==> src/design/lmsf_regs.svh <==
`ifndef LMSF_REGS_SVH
`define LMSF_REGS_SVH

// word width and offsets
`define LMSF_DATA_W          13
`define LMSF_ADDR_W          8
`define LMSF_OFS_GEN_STATUS  8'h10
`define LMSF_OFS_SER_STATUS  8'h11

// general status field positions
`define LMSF_GEN_OTP_CRC     10
`define LMSF_GEN_CFG_PEND    9
`define LMSF_GEN_RES_DEC     8
`define LMSF_GEN_EXT_CLK     7
`define LMSF_GEN_SER_ERR     6
`define LMSF_GEN_OPEN        4
`define LMSF_GEN_SHORT       3
`define LMSF_GEN_PUMP_LOW    2
`define LMSF_GEN_THERMAL_SHUTDOWN_FLAG     1
`define LMSF_GEN_THERMAL_WARNING_FLAG     0

// general bits that may pull the fault output
`define LMSF_GEN_FAULT_EN    13'h01df

// serial status fields, all w1c
`define LMSF_SER_WDOG        8
`define LMSF_SER_TIMEOUT     7
`define LMSF_SER_CRC         6
`define LMSF_SER_SYNC_PAR    5
`define LMSF_SER_PL_PAR      4
`define LMSF_SER_SYNC_STOP   3
`define LMSF_SER_PL_STOP     2
`define LMSF_SER_PL_START    1
`define LMSF_SER_LSB         1
`define LMSF_SER_FLAGS       8

// reset values
`define LMSF_GEN_RESET       13'h0000
`define LMSF_SER_RESET       13'h0000

// timing
`define LMSF_CLK_MHZ         25
`define LMSF_RX_GAP_BITS     16
`define LMSF_WDOG_UNIT_US    1000
`define LMSF_WDOG_UNIT_CYC   (`LMSF_WDOG_UNIT_US * `LMSF_CLK_MHZ)
`define LMSF_EXTCLK_MIN_KHZ  100
`define LMSF_EXTCLK_MAX_CYC  ((`LMSF_CLK_MHZ * 1000) / `LMSF_EXTCLK_MIN_KHZ)
`define LMSF_WDOG_SET_W      4

`endif

==> src/design/lmsf_pkg.sv <==
package lmsf_pkg;

  // register word as seen on the register port
  typedef logic [12:0] lmsf_word_t;

  // inter-frame gap watcher states
  typedef enum logic [1:0] {
    GAP_IDLE,
    GAP_ARMED,
    GAP_TRIPPED
  } lmsf_gap_state_t;

endpackage : lmsf_pkg

==> src/design/lmsf_w1c_flags.sv <==
// sticky flags: hardware sets, a written 1 clears
module lmsf_w1c_flags #(
  parameter int WIDTH = 8
) (
  input  wire logic             clk,      // system clock
  input  wire logic             sys_rst,  // async reset, active high
  input  wire logic [WIDTH-1:0] set_ev,   // one-cycle set events
  input  wire logic [WIDTH-1:0] clr_req,  // write-1 clear strobes
  output logic      [WIDTH-1:0] flags_r   // sticky flag state
);

  logic [WIDTH-1:0] flags_nxt;  // next flag value

  generate
    if (WIDTH < 1) begin : g_bad_width
      $error("lmsf_w1c_flags: WIDTH must be at least 1");
    end
  endgenerate

  // set beats clear so an event in the clearing cycle is kept
  always_comb begin
    flags_nxt = (flags_r & ~clr_req) | set_ev;
  end

  // flag storage
  always_ff @(posedge clk or posedge sys_rst) begin
    if (sys_rst) begin
      flags_r <= '0;
    end else begin
      flags_r <= flags_nxt;
    end
  end

endmodule : lmsf_w1c_flags

==> src/design/lmsf_status_top.sv <==
// Behaviour
// - otp checksum mismatch sets bit 10, no fault
// - bit 9 high while configuration runs
// - bit 8 high until grade decode done
// - bit 7 flags slow external dimming clock
// - bit 6 is or of serial errors
// - bit 4 is or of open flags
// - bit 3 is or of short flags
// - bit 2 shows charge pump below threshold
// - thermal shutdown latched in bit 1
// - thermal warning latched in bit 0
// - receive idle past watchdog time sets bit 8
// - gap over 16 bits sets bit 7, failsafe
// - crc failure rejected, bit 6 set
// - sync frame parity error sets bit 5
// - payload parity error sets bit 4
// - sync frame stop error sets bit 3
// - payload stop error sets bit 2
// - payload start error sets bit 1
// - fault low on any unmasked faultable bit
`include "lmsf_regs.svh"

module lmsf_status_top #(
  parameter int WDOG_UNIT_CYC  = `LMSF_WDOG_UNIT_CYC,   // clocks per watchdog unit
  parameter int EXTCLK_MAX_CYC = `LMSF_EXTCLK_MAX_CYC,  // longest legal ext period
  parameter int RX_GAP_BITS    = `LMSF_RX_GAP_BITS,     // allowed idle bit periods
  parameter int NUM_SW         = 12                     // number of switches
) (
  input  wire logic                        clk,              // system clock, 25 MHz
  input  wire logic                        sys_rst,          // async reset, high
  // register port
  input  wire logic                        reg_wr_en,        // write strobe
  input  wire logic                        reg_rd_en,        // read strobe
  input  wire logic [`LMSF_ADDR_W-1:0]     reg_addr,         // register offset
  input  wire logic [`LMSF_DATA_W-1:0]     reg_wdata,        // write data
  output lmsf_pkg::lmsf_word_t             reg_rdata,        // read data
  output logic                             reg_rvalid,       // read data valid
  // general status sources
  input  wire logic                        otp_check_done,   // otp readback ended
  input  wire logic                        otp_crc_ok,       // readback matched
  input  wire logic                        cfg_start,        // config write taken
  input  wire logic                        cfg_done,         // config finished
  input  wire logic                        grade_read_done,  // resistor decode done
  input  wire logic [1:0]                  dim_clk_sel,      // dimming clock select
  input  wire logic                        ext_clock_input,  // external ref clock
  input  wire logic [NUM_SW-1:0]           per_switch_open_flags,   // open flags
  input  wire logic [NUM_SW-1:0]           per_switch_short_flags,  // short flags
  input  wire logic                        pump_voltage_low, // charge pump low
  input  wire logic                        thermal_shdn_ev,  // shutdown event
  input  wire logic                        thermal_warn_ev,  // warning event
  input  wire logic [8:0]                  gen_fault_mask,   // mask bits 8..0
  input  wire logic [NUM_SW-1:0]           led_fault_mask,   // per led mask
  // serial receive sources
  input  wire logic                        rx_pin,           // receive line
  input  wire logic                        bit_tick,         // one per bit period
  input  wire logic                        frame_active,     // frame in progress
  input  wire logic [`LMSF_WDOG_SET_W-1:0] idle_timeout_setting, // 0 = off
  input  wire logic                        rx_crc_fail,      // crc check failed
  input  wire logic                        rx_sync_par_err,  // sync parity error
  input  wire logic                        rx_pl_par_err,    // payload parity error
  input  wire logic                        rx_sync_stop_err, // sync stop error
  input  wire logic                        payload_stopbit_fail,   // payload stop error
  input  wire logic                        payload_startbit_fail,  // payload start error
  // outputs
  output logic                             frame_reject,     // drop current frame
  output logic                             failsafe_req,     // switches to failsafe
  output logic                             fault_output_n,   // fault pin, low active
  output logic                             resistor_decode_pending, // bit 8 copy
  output logic                             config_pending    // bit 9 copy
);

  localparam int CLKCNT_W = $clog2(EXTCLK_MAX_CYC + 2);  // ext period counter width
  localparam int WUNIT_W  = $clog2(WDOG_UNIT_CYC + 1);   // unit prescaler width
  localparam int GAP_W    = $clog2(RX_GAP_BITS + 2);     // gap bit counter width

  // refuse settings the counters cannot hold
  generate
    if (WDOG_UNIT_CYC < 1 || EXTCLK_MAX_CYC < 2 || RX_GAP_BITS < 1) begin : g_bad
      $error("lmsf_status_top: timing parameters out of range");
    end
    if (NUM_SW < 1) begin : g_bad_sw
      $error("lmsf_status_top: NUM_SW must be at least 1");
    end
  endgenerate

  // decoded register writes
  logic                      wr_gen;        // write to general status
  logic                      wr_ser;        // write to serial status
  logic [1:0]                thermal_clr;   // w1c strobes, thermal bits
  logic [`LMSF_SER_FLAGS-1:0] ser_clr;      // w1c strobes, serial bits
  logic [`LMSF_SER_FLAGS-1:0] ser_set;      // serial set events
  logic [`LMSF_SER_FLAGS-1:0] ser_flags;    // serial flags, bits 8..1
  logic [1:0]                thermal_flags; // shutdown, warning

  // local status state
  logic                      otp_crc_err_r;    // sticky checksum mismatch
  logic                      cfg_pend_r;       // configuration running
  logic                      ext_slow_r;       // external clock too slow
  logic                      ext_prev_r;       // last sample of ext clock
  logic [CLKCNT_W-1:0]       ext_cnt_r;        // clocks since last ext edge
  logic                      rx_prev_r;        // last receive sample
  logic                      rx_edge;          // receive transition seen
  logic [WUNIT_W-1:0]        wunit_cnt_r;      // watchdog unit prescaler
  logic [`LMSF_WDOG_SET_W-1:0] wdog_units_r;   // elapsed idle units
  logic                      wdog_fired_r;     // fired once this idle spell
  logic                      wdog_hit;         // watchdog set event
  logic [GAP_W-1:0]          gap_cnt_r;        // idle bit periods in gap
  lmsf_pkg::lmsf_gap_state_t gap_state_r;      // gap watcher state
  logic                      gap_hit;          // timeout set event
  lmsf_pkg::lmsf_word_t      gen_word;         // general status image
  lmsf_pkg::lmsf_word_t      ser_word;         // serial status image
  logic                      open_fault_summary;   // any open flag
  logic                      short_fault_summary;  // any short flag
  logic                      open_fault_unmasked;  // open flag not led-masked
  logic                      short_fault_unmasked; // short flag not led-masked
  logic                      ext_refclk_slow;      // bit 7 value
  logic                      serial_err_any;       // bit 6 value
  logic [8:0]                fault_src;            // per-bit fault terms

  // write decode; a write of 0 touches nothing
  always_comb begin
    wr_gen      = reg_wr_en && (reg_addr == `LMSF_OFS_GEN_STATUS);
    wr_ser      = reg_wr_en && (reg_addr == `LMSF_OFS_SER_STATUS);
    thermal_clr = wr_gen ? reg_wdata[`LMSF_GEN_THERMAL_SHUTDOWN_FLAG:`LMSF_GEN_THERMAL_WARNING_FLAG] : 2'h0;
    ser_clr     = wr_ser ? reg_wdata[`LMSF_SER_WDOG:`LMSF_SER_LSB]
                         : {`LMSF_SER_FLAGS{1'b0}};
  end

  // thermal flags, write 1 to clear
  lmsf_w1c_flags #(
    .WIDTH (2)
  ) u_thermal (
    .clk     (clk),
    .sys_rst (sys_rst),
    .set_ev  ({thermal_shdn_ev, thermal_warn_ev}),
    .clr_req (thermal_clr),
    .flags_r (thermal_flags)
  );

  // serial set events, bit 8 down to 1
  always_comb begin
    ser_set = {wdog_hit,
               gap_hit,
               rx_crc_fail,
               rx_sync_par_err,
               rx_pl_par_err,
               rx_sync_stop_err,
               payload_stopbit_fail,
               payload_startbit_fail};
  end

  // serial flags, write 1 to clear
  lmsf_w1c_flags #(
    .WIDTH (`LMSF_SER_FLAGS)
  ) u_serial (
    .clk     (clk),
    .sys_rst (sys_rst),
    .set_ev  (ser_set),
    .clr_req (ser_clr),
    .flags_r (ser_flags)
  );

  // failed crc drops the frame at once
  always_comb begin
    frame_reject = rx_crc_fail;
  end

  // otp mismatch; a good readback clears it
  always_ff @(posedge clk or posedge sys_rst) begin
    if (sys_rst) begin
      otp_crc_err_r <= 1'b0;
    end else if (otp_check_done) begin
      otp_crc_err_r <= !otp_crc_ok;
    end
  end

  // start wins over done: a back-to-back write is kept
  always_ff @(posedge clk or posedge sys_rst) begin
    if (sys_rst) begin
      cfg_pend_r <= 1'b0;
    end else if (cfg_start) begin
      cfg_pend_r <= 1'b1;
    end else if (cfg_done) begin
      cfg_pend_r <= 1'b0;
    end
  end

  // external clock period check in system clocks
  // a stopped clock saturates the counter
  always_ff @(posedge clk or posedge sys_rst) begin
    if (sys_rst) begin
      ext_prev_r <= 1'b0;
      ext_cnt_r  <= '0;
      ext_slow_r <= 1'b0;
    end else begin
      ext_prev_r <= ext_clock_input;
      if (ext_clock_input && !ext_prev_r) begin
        // rising edge: judge the period just ended
        ext_slow_r <= (ext_cnt_r > CLKCNT_W'(EXTCLK_MAX_CYC));
        ext_cnt_r  <= '0;
      end else if (ext_cnt_r <= CLKCNT_W'(EXTCLK_MAX_CYC)) begin
        ext_cnt_r <= ext_cnt_r + 1'b1;
      end else begin
        // no edge for too long: slow now
        ext_slow_r <= 1'b1;
      end
    end
  end

  // receive line transition detect
  always_ff @(posedge clk or posedge sys_rst) begin
    if (sys_rst) begin
      rx_prev_r <= 1'b1;
    end else begin
      rx_prev_r <= rx_pin;
    end
  end

  always_comb begin
    rx_edge = rx_pin ^ rx_prev_r;
  end

  // watchdog: fires once per idle spell
  always_ff @(posedge clk or posedge sys_rst) begin
    if (sys_rst) begin
      wunit_cnt_r  <= '0;
      wdog_units_r <= '0;
      wdog_fired_r <= 1'b0;
    end else if (rx_edge || idle_timeout_setting == '0) begin
      // activity or off restarts timing
      wunit_cnt_r  <= '0;
      wdog_units_r <= '0;
      wdog_fired_r <= 1'b0;
    end else if (wdog_hit) begin
      wdog_fired_r <= 1'b1;
    end else if (!wdog_fired_r) begin
      if (wunit_cnt_r == WUNIT_W'(WDOG_UNIT_CYC - 1)) begin
        wunit_cnt_r  <= '0;
        wdog_units_r <= wdog_units_r + 1'b1;
      end else begin
        wunit_cnt_r <= wunit_cnt_r + 1'b1;
      end
    end
  end

  // set pulse when the programmed unit count is reached
  always_comb begin
    wdog_hit = !wdog_fired_r && !rx_edge
            && (idle_timeout_setting != '0)
            && (wdog_units_r == idle_timeout_setting);
  end

  // gap watcher: armed after a frame, counts idle bit periods
  always_ff @(posedge clk or posedge sys_rst) begin
    if (sys_rst) begin
      gap_state_r <= lmsf_pkg::GAP_IDLE;
      gap_cnt_r   <= '0;
    end else begin
      case (gap_state_r)
        lmsf_pkg::GAP_IDLE: begin
          // idle until a frame is seen
          gap_cnt_r <= '0;
          if (frame_active) begin
            gap_state_r <= lmsf_pkg::GAP_ARMED;
          end
        end
        lmsf_pkg::GAP_ARMED: begin
          if (frame_active || rx_edge) begin
            gap_cnt_r <= '0;
          end else if (gap_hit) begin
            gap_state_r <= lmsf_pkg::GAP_TRIPPED;
          end else if (bit_tick) begin
            gap_cnt_r <= gap_cnt_r + 1'b1;
          end
        end
        lmsf_pkg::GAP_TRIPPED: begin
          // one report per gap; the next frame re-arms
          gap_cnt_r <= '0;
          if (frame_active) begin
            gap_state_r <= lmsf_pkg::GAP_ARMED;
          end
        end
        default: begin
          gap_state_r <= lmsf_pkg::GAP_IDLE;
          gap_cnt_r   <= '0;
        end
      endcase
    end
  end

  // count above the allowed gap trips it
  always_comb begin
    gap_hit = (gap_state_r == lmsf_pkg::GAP_ARMED) && !frame_active && !rx_edge
           && (gap_cnt_r > GAP_W'(RX_GAP_BITS));
  end

  // gap trip sends switches to failsafe
  always_ff @(posedge clk or posedge sys_rst) begin
    if (sys_rst) begin
      failsafe_req <= 1'b0;
    end else begin
      failsafe_req <= gap_hit;
    end
  end

  // status shows raw flags, fault uses led masks
  always_comb begin
    open_fault_summary   = |per_switch_open_flags;
    short_fault_summary  = |per_switch_short_flags;
    open_fault_unmasked  = |(per_switch_open_flags & ~led_fault_mask);
    short_fault_unmasked = |(per_switch_short_flags & ~led_fault_mask);
    ext_refclk_slow      = dim_clk_sel[1] && ext_slow_r;
    serial_err_any       = |ser_flags;
  end

  // general status image, unused bits read zero
  always_comb begin
    gen_word                       = `LMSF_GEN_RESET;
    gen_word[`LMSF_GEN_OTP_CRC]    = otp_crc_err_r;
    gen_word[`LMSF_GEN_CFG_PEND]   = cfg_pend_r;
    gen_word[`LMSF_GEN_RES_DEC]    = !grade_read_done;
    gen_word[`LMSF_GEN_EXT_CLK]    = ext_refclk_slow;
    gen_word[`LMSF_GEN_SER_ERR]    = serial_err_any;
    gen_word[`LMSF_GEN_OPEN]       = open_fault_summary;
    gen_word[`LMSF_GEN_SHORT]      = short_fault_summary;
    gen_word[`LMSF_GEN_PUMP_LOW]   = pump_voltage_low;
    gen_word[`LMSF_GEN_THERMAL_SHUTDOWN_FLAG]    = thermal_flags[1];
    gen_word[`LMSF_GEN_THERMAL_WARNING_FLAG]    = thermal_flags[0];
  end

  // serial image, unused bits read zero
  always_comb begin
    ser_word = `LMSF_SER_RESET;
    ser_word[`LMSF_SER_WDOG:`LMSF_SER_LSB] = ser_flags;
  end

  // fault terms; bits 10 and 9 never fault
  always_comb begin
    fault_src = gen_word[8:0] & 9'(`LMSF_GEN_FAULT_EN);
    fault_src[`LMSF_GEN_OPEN]  = open_fault_unmasked;
    fault_src[`LMSF_GEN_SHORT] = short_fault_unmasked;
  end

  // registered so the pin cannot glitch
  always_ff @(posedge clk or posedge sys_rst) begin
    if (sys_rst) begin
      fault_output_n <= 1'b1;
    end else begin
      fault_output_n <= !(|(fault_src & ~gen_fault_mask));
    end
  end

  // status copies
  always_comb begin
    resistor_decode_pending = gen_word[`LMSF_GEN_RES_DEC];
    config_pending          = cfg_pend_r;
  end

  // read port: data one cycle on, unmapped reads zero
  always_ff @(posedge clk or posedge sys_rst) begin
    if (sys_rst) begin
      reg_rdata  <= '0;
      reg_rvalid <= 1'b0;
    end else begin
      reg_rvalid <= reg_rd_en;
      if (reg_rd_en) begin
        case (reg_addr)
          `LMSF_OFS_GEN_STATUS: reg_rdata <= gen_word;
          `LMSF_OFS_SER_STATUS: reg_rdata <= ser_word;
          default:              reg_rdata <= '0;
        endcase
      end
    end
  end

endmodule : lmsf_status_top

==> config.mk <==
export PLATFORM = sky130hd
export DESIGN_NAME = lmsf_status_top
export DESIGN_NICKNAME = d
export VERILOG_FILES = /design/src/design/lmsf_pkg.sv /design/src/design/lmsf_w1c_flags.sv /design/src/design/lmsf_status_top.sv
export VERILOG_INCLUDE_DIRS = /design/src /design/src/design
export SDC_FILE = /design/constraint.sdc
export NUM_CORES = 1
export LEC_CHECK = 0
export BUFFER_PORTS_ARGS = -buffer_cell sky130_fd_sc_hd__buf_4
export CORE_MARGIN = 3
export CORE_UTILIZATION = 30
export DETAILED_ROUTE_END_ITERATION = 7
export GPL_TIMING_DRIVEN = 0
export PLACE_DENSITY_LB_ADDON = 0.08
export REMOVE_ABC_BUFFERS = 1
export SLEW_MARGIN = 20
export SYNTH_ARGS = -nofsm -noshare
export SYNTH_HDL_FRONTEND = slang
export SYNTH_SLANG_ARGS = --single-unit
==> constraint.sdc <==
create_clock -name clk -period 5.2 [get_ports clk]
set_input_delay 1.04 -clock clk [delete_from_list [all_inputs] [get_ports clk]]
set_output_delay 1.04 -clock clk [all_outputs]
set_load 0.03 [all_outputs]
Word-level counts from Yosys, hierarchy flattened
Cells that the tools add are included.

Register bits: 66. Output and inout bits: 19. Logic and storage cells: 114.

Add/sub/neg operators: 4. Order comparisons: 3. Equal/unequal tests: 14. Mux-type cells: 27. Bitwise gates (word level): 12. Reduce and logical (&&, ||, !) cells: 37.

Operators with widths (count): 15-bit 2-to-1 mux (4); 12-bit OR reduction (4); 12-bit bitwise AND (2); 8-bit 2-to-1 mux (3); 11-bit one-hot mux with 2 select lines (1); 5-bit 2-to-1 mux (4); 8-bit by 5-bit equality test with 1-bit output (second input constant) (2); 4-bit 2-to-1 mux (4); 15-bit by 1-bit adder with 15-bit output (second input constant) (1); 15-bit equality test (second input constant) (1); 12-bit NOT (1); 1-bit logical AND (10); 9-bit bitwise AND (1); 9-bit NOT (1); 9-bit OR reduction (1); 8-bit by 1-bit adder with 8-bit output (second input constant) (1); 8-bit bitwise AND (1); 8-bit greater-than comparator (second input constant) (1); 8-bit less-or-equal comparator (second input constant) (1); 2-bit 2-to-1 mux (4); 8-bit NOT (1); 8-bit OR (1); 2-bit nonzero test (4); 8-bit OR reduction (1); other kinds (23) (42).

Depth between registers and ports, before layout
Word-level depth: 7. Gate-level depth with buffers: 8. Gate-level depth less buffers: 7.

Cells and area by module
A second synthesis with hierarchy kept.

Cell total of the unflattened synthesis: 361. Area, all modules: 3378.2 um2.

Modules (own cells, without submodules): lmsf_status_top (times used 1, cells an instance 329, area each 3007.9 um2, sequential area each 1353.8 um2); lmsf_w1c_flags at u_serial (times used 1, cells an instance 25, area each 294.0 um2, sequential area each 200.2 um2); lmsf_w1c_flags at u_thermal (times used 1, cells an instance 7, area each 76.3 um2, sequential area each 50.0 um2).

Worst setup path after synthesis
No wires, ideal clock.

Path type: input-to-reg. From: input reg_addr[6]. To: register u_serial.flags_r[0]. Setup time: 118 ps. Arrival: 2541 ps. Path slack: 2541 ps. Stages on the path: 6. Buffers on the path: 1. Cell sequence: or4_1 -> nor4_4 -> and2_1 -> buf_2 -> nand2_1 -> a21o_1.

Cells in the longest elaborated chain, start to end: 6.

RTL lines: start, declared (line lmsf_status_top.sv:34) `` input wire logic [`LMSF_ADDR_W-1:0] reg_addr, ``; 8-bit by 5-bit equality test with 1-bit output; 1-bit logical AND (line lmsf_status_top.sv:123) `` wr_ser = reg_wr_en && (reg_addr == `LMSF_OFS_SER_STATUS); ``; 8-bit 2-to-1 mux (line lmsf_status_top.sv:125) `` ser_clr = wr_ser ? reg_wdata[`LMSF_SER_WDOG:`LMSF_SER_LSB] ``; 8-bit NOT (line lmsf_w1c_flags.sv:22) `flags_nxt = (flags_r & ~clr_req) | set_ev;`; 8-bit bitwise AND (line lmsf_w1c_flags.sv:22); 8-bit OR (line lmsf_w1c_flags.sv:22); net u_serial.flags_nxt[0] (line lmsf_w1c_flags.sv:12) `logic [WIDTH-1:0] flags_nxt;`; end signal, assigned (line lmsf_w1c_flags.sv:30) `flags_r <= flags_nxt;`; end, declared (line lmsf_w1c_flags.sv:9) `output logic [WIDTH-1:0] flags_r`.

The timed path passes the listed nets, and every way through them passes these cells. A chain may end at the register's enable or synchronous reset.

Final worst setup path
From: input reg_addr[6]. To: register u_serial.flags_r[7].

The elaborated chain is that of the path after synthesis.

==> out/metrics.yaml <==
syn2layout_area_growth_pct: 33.5
htree_num_levels: 3
criticalPathCategory: "primary input to register"
postSynthCellCount: 357
hold_slack_ns: 0.495
ctsResizeCount: 0
max_stage_delay_ns: 0.59
pin_count: 113
hold_path.class: "register to register"
crit_fanout: 9
clk_latency_ns: 0.34
grt_pass1_vias: 3004
p_total_w: 0.00116
relSlewSlack: 0.444
synth_edf_count: 0
grt_overflow: 0
avgSynthCellArea_um2: 9.35
die_y_um: 111
drtAntennaViolNets: 0
final_common_cell: "buf_4"
worstMarginPinSlew_ns: 0.827
routabilityCongestion: 0.808
min_period_ns: 2.82
grt_max_degree: 53
rsz0062_at_grt: "false"
routed_via_density: 5.10
cts_inserted_buffers: 9
cts_tree: "yes"
dieArea_um2: 12400
ys_ff_latch: 64
cts.sinks: 64
total_leakage_power_nw: 2.02
crit_path_end_kind: "register"
grt_use_total: 0.148
cp.arrival_ns: 3.05
fmax_mhz: 354
start_kind: "primary input"
drc: 0
status: "finished, final reports clean"
p_per_area_nw_per_um2: 260
vdd_drop_max_mv: 0.156
path_clk_slew_ns: 0.07
final-setup-viol-count: 0
core_area_um2: 10600
vias: 3063
path_cells: "buf_4 > or4_1 > nor4_4 > and2_1 > nand2_1 > a21o_1"
port_buffers: 104
antenna_found_initial: 0
synthArstFlopShare: 1.00
hold_viol: 0
antenna_cells: 0
root_buffer: "clkbuf_8"
layout_common_cells: "buf_4, dfrtp_1, inv_1, nand2_1, nor2_1"
ys.flop_type: "dfrtp_1"
fin_crit_sh: 0.543
holdBufCountCts: 0
post_cts_buffers: 0
crit_required_ns: 5.42
final.setup.tns_ns: 0
drv_cap: 0
ys_warn_count: 0
wire_per_inst_um: 15.1
fin_skew_ns: 0.0116
drt-initial-drc-count: 122
place_hpwl_um: 6930
dieWidth_um: 111
cpMaxStageDelayCell: "or4_1"
firstDrtPassIters: 4
yosysSeqAreaShare: 0.481
syn_area_um2: 3340
rows: 37
grt_pass1_wl_um: 15100
fin_nets: 560
worst-path-buf-inv: 1
drt_wl_total_um: 9070
clk_path_buf_depth: 2
drive_gt1_frac: 0.284
synth.distinct_cells: 53
crit_family: "simple AND/OR/NAND/NOR gates"
start_util: 0.316
slew_violations: 0
-- final timing paths --
check                           slack (ns)            start                   to  cells past startpoint
max in group asynchronous             4.02          sys_rst            rx_prev_r                      3
worst max-delay path                  2.38      reg_addr[6]  u_serial.flags_r[7]                      6
worst min register to register        0.49   gap_state_r[0]       gap_state_r[1]                      1
min in group asynchronous             0.62          sys_rst         ext_cnt_r[7]                      2
worst min-delay path                  0.49   gap_state_r[0]       gap_state_r[1]                      1
worst max register to register        2.64  wunit_cnt_r[10]      wunit_cnt_r[13]                      5
-- layout make-up --
| type | count | area (um^2) |
|---|---|---|
| clock buffer | 11 | 141 |
| clock inverter | 5 | 56.3 |
| fill | 1084 | 6100 |
| inverter | 34 | 130 |
| multi-input combinational | 245 | 1540 |
| sequential | 64 | 1600 |
| tap | 136 | 170 |
| timing repair buffer | 106 | 816 |
-- synth_stat cells, types with 2 or more instances --
cell | count | area, um^2
nand4_1 | 8 | 50.1
clkbuf_1 | 7 | 26.3
o21ai_0 | 20 | 100
a31oi_1 | 4 | 25.0
a22o_1 | 7 | 61.3
a21oi_1 | 18 | 90.1
nor3_1 | 4 | 20.0
o22ai_1 | 4 | 25.0
nor2_1 | 28 | 105
xor2_1 | 9 | 78.8
ha_1 | 6 | 75.1
nor4_1 | 11 | 68.8
buf_4 | 3 | 22.5
and3_1 | 2 | 12.5
o211ai_1 | 2 | 15.0
or2_2 | 3 | 18.8
buf_2 | 3 | 15.0
xnor2_1 | 6 | 52.6
nand2_1 | 30 | 113
nand3_1 | 20 | 100
a41oi_1 | 3 | 26.3
nand2b_1 | 2 | 12.5
a211oi_1 | 2 | 15.0
dfrtp_1 | 62 | 1550
inv_1 | 34 | 128
o31ai_1 | 2 | 15.0
a21o_1 | 11 | 82.6
nor2b_1 | 3 | 18.8
o41ai_1 | 2 | 17.5
a221oi_1 | 6 | 52.6
a22oi_1 | 6 | 45.0
dfstp_2 | 2 | 52.6
a311oi_1 | 3 | 26.3
or3_1 | 4 | 25.0
nor4_4 | 2 | 42.5
-- state kept, by name (all words and copies together), names as in the netlist, 2 cells and up --
register	cells
wunit_cnt_r	15
u_thermal.flags_r	2
reg_rdata	11
gap_cnt_r	5
u_serial.flags_r	8
ext_cnt_r	8
gap_state_r	2
wdog_units_r	4
-- per-stage QoR --
stage	util	cell area (um^2)	worst slack (ns)	std cells
finish	0.422	4450	2.38	601
global route	0.422	4450	2.28	601
CTS	0.422	4450	2.40	601
detailed placement	0.403	4260	2.05	585
global placement	0.399	4210	1.13	583
floorplan	-	3260	2.13	343
-- where the power goes --
group | leakage (nW) | internal, W | switching, W
logic | 1.11 | 0.0000890 | 0.0000948
registers | 0.807 | 0.000523 | 0.0000268
clock network | 0.0993 | 0.000234 | 0.000191
total | 2.02 | 0.000846 | 0.000312
-- cells by family (layout without fill, tap and decap cells) --
family          Yosys count  after routing  synth area share
compound gates           95             95             0.191
xor+xnor                 15             15            0.0394
fa+ha+maj                 6              6            0.0225
buf+inv                  49            156            0.0619
flops                    64             64             0.481
mux                       1              1           0.00300
other cells               1              2           0.00112
simple gates            126            126             0.201
-- metal layers --
layer  part of all wire  GRT usage  up-vias
met1               0.47      0.205     1458
met2               0.46      0.232      104
met5                  0          0        -
met3              0.058     0.0342        9
li1                   -          -     1492
met4              0.011     0.0438        0
Power figures use the tool's default switching activity.
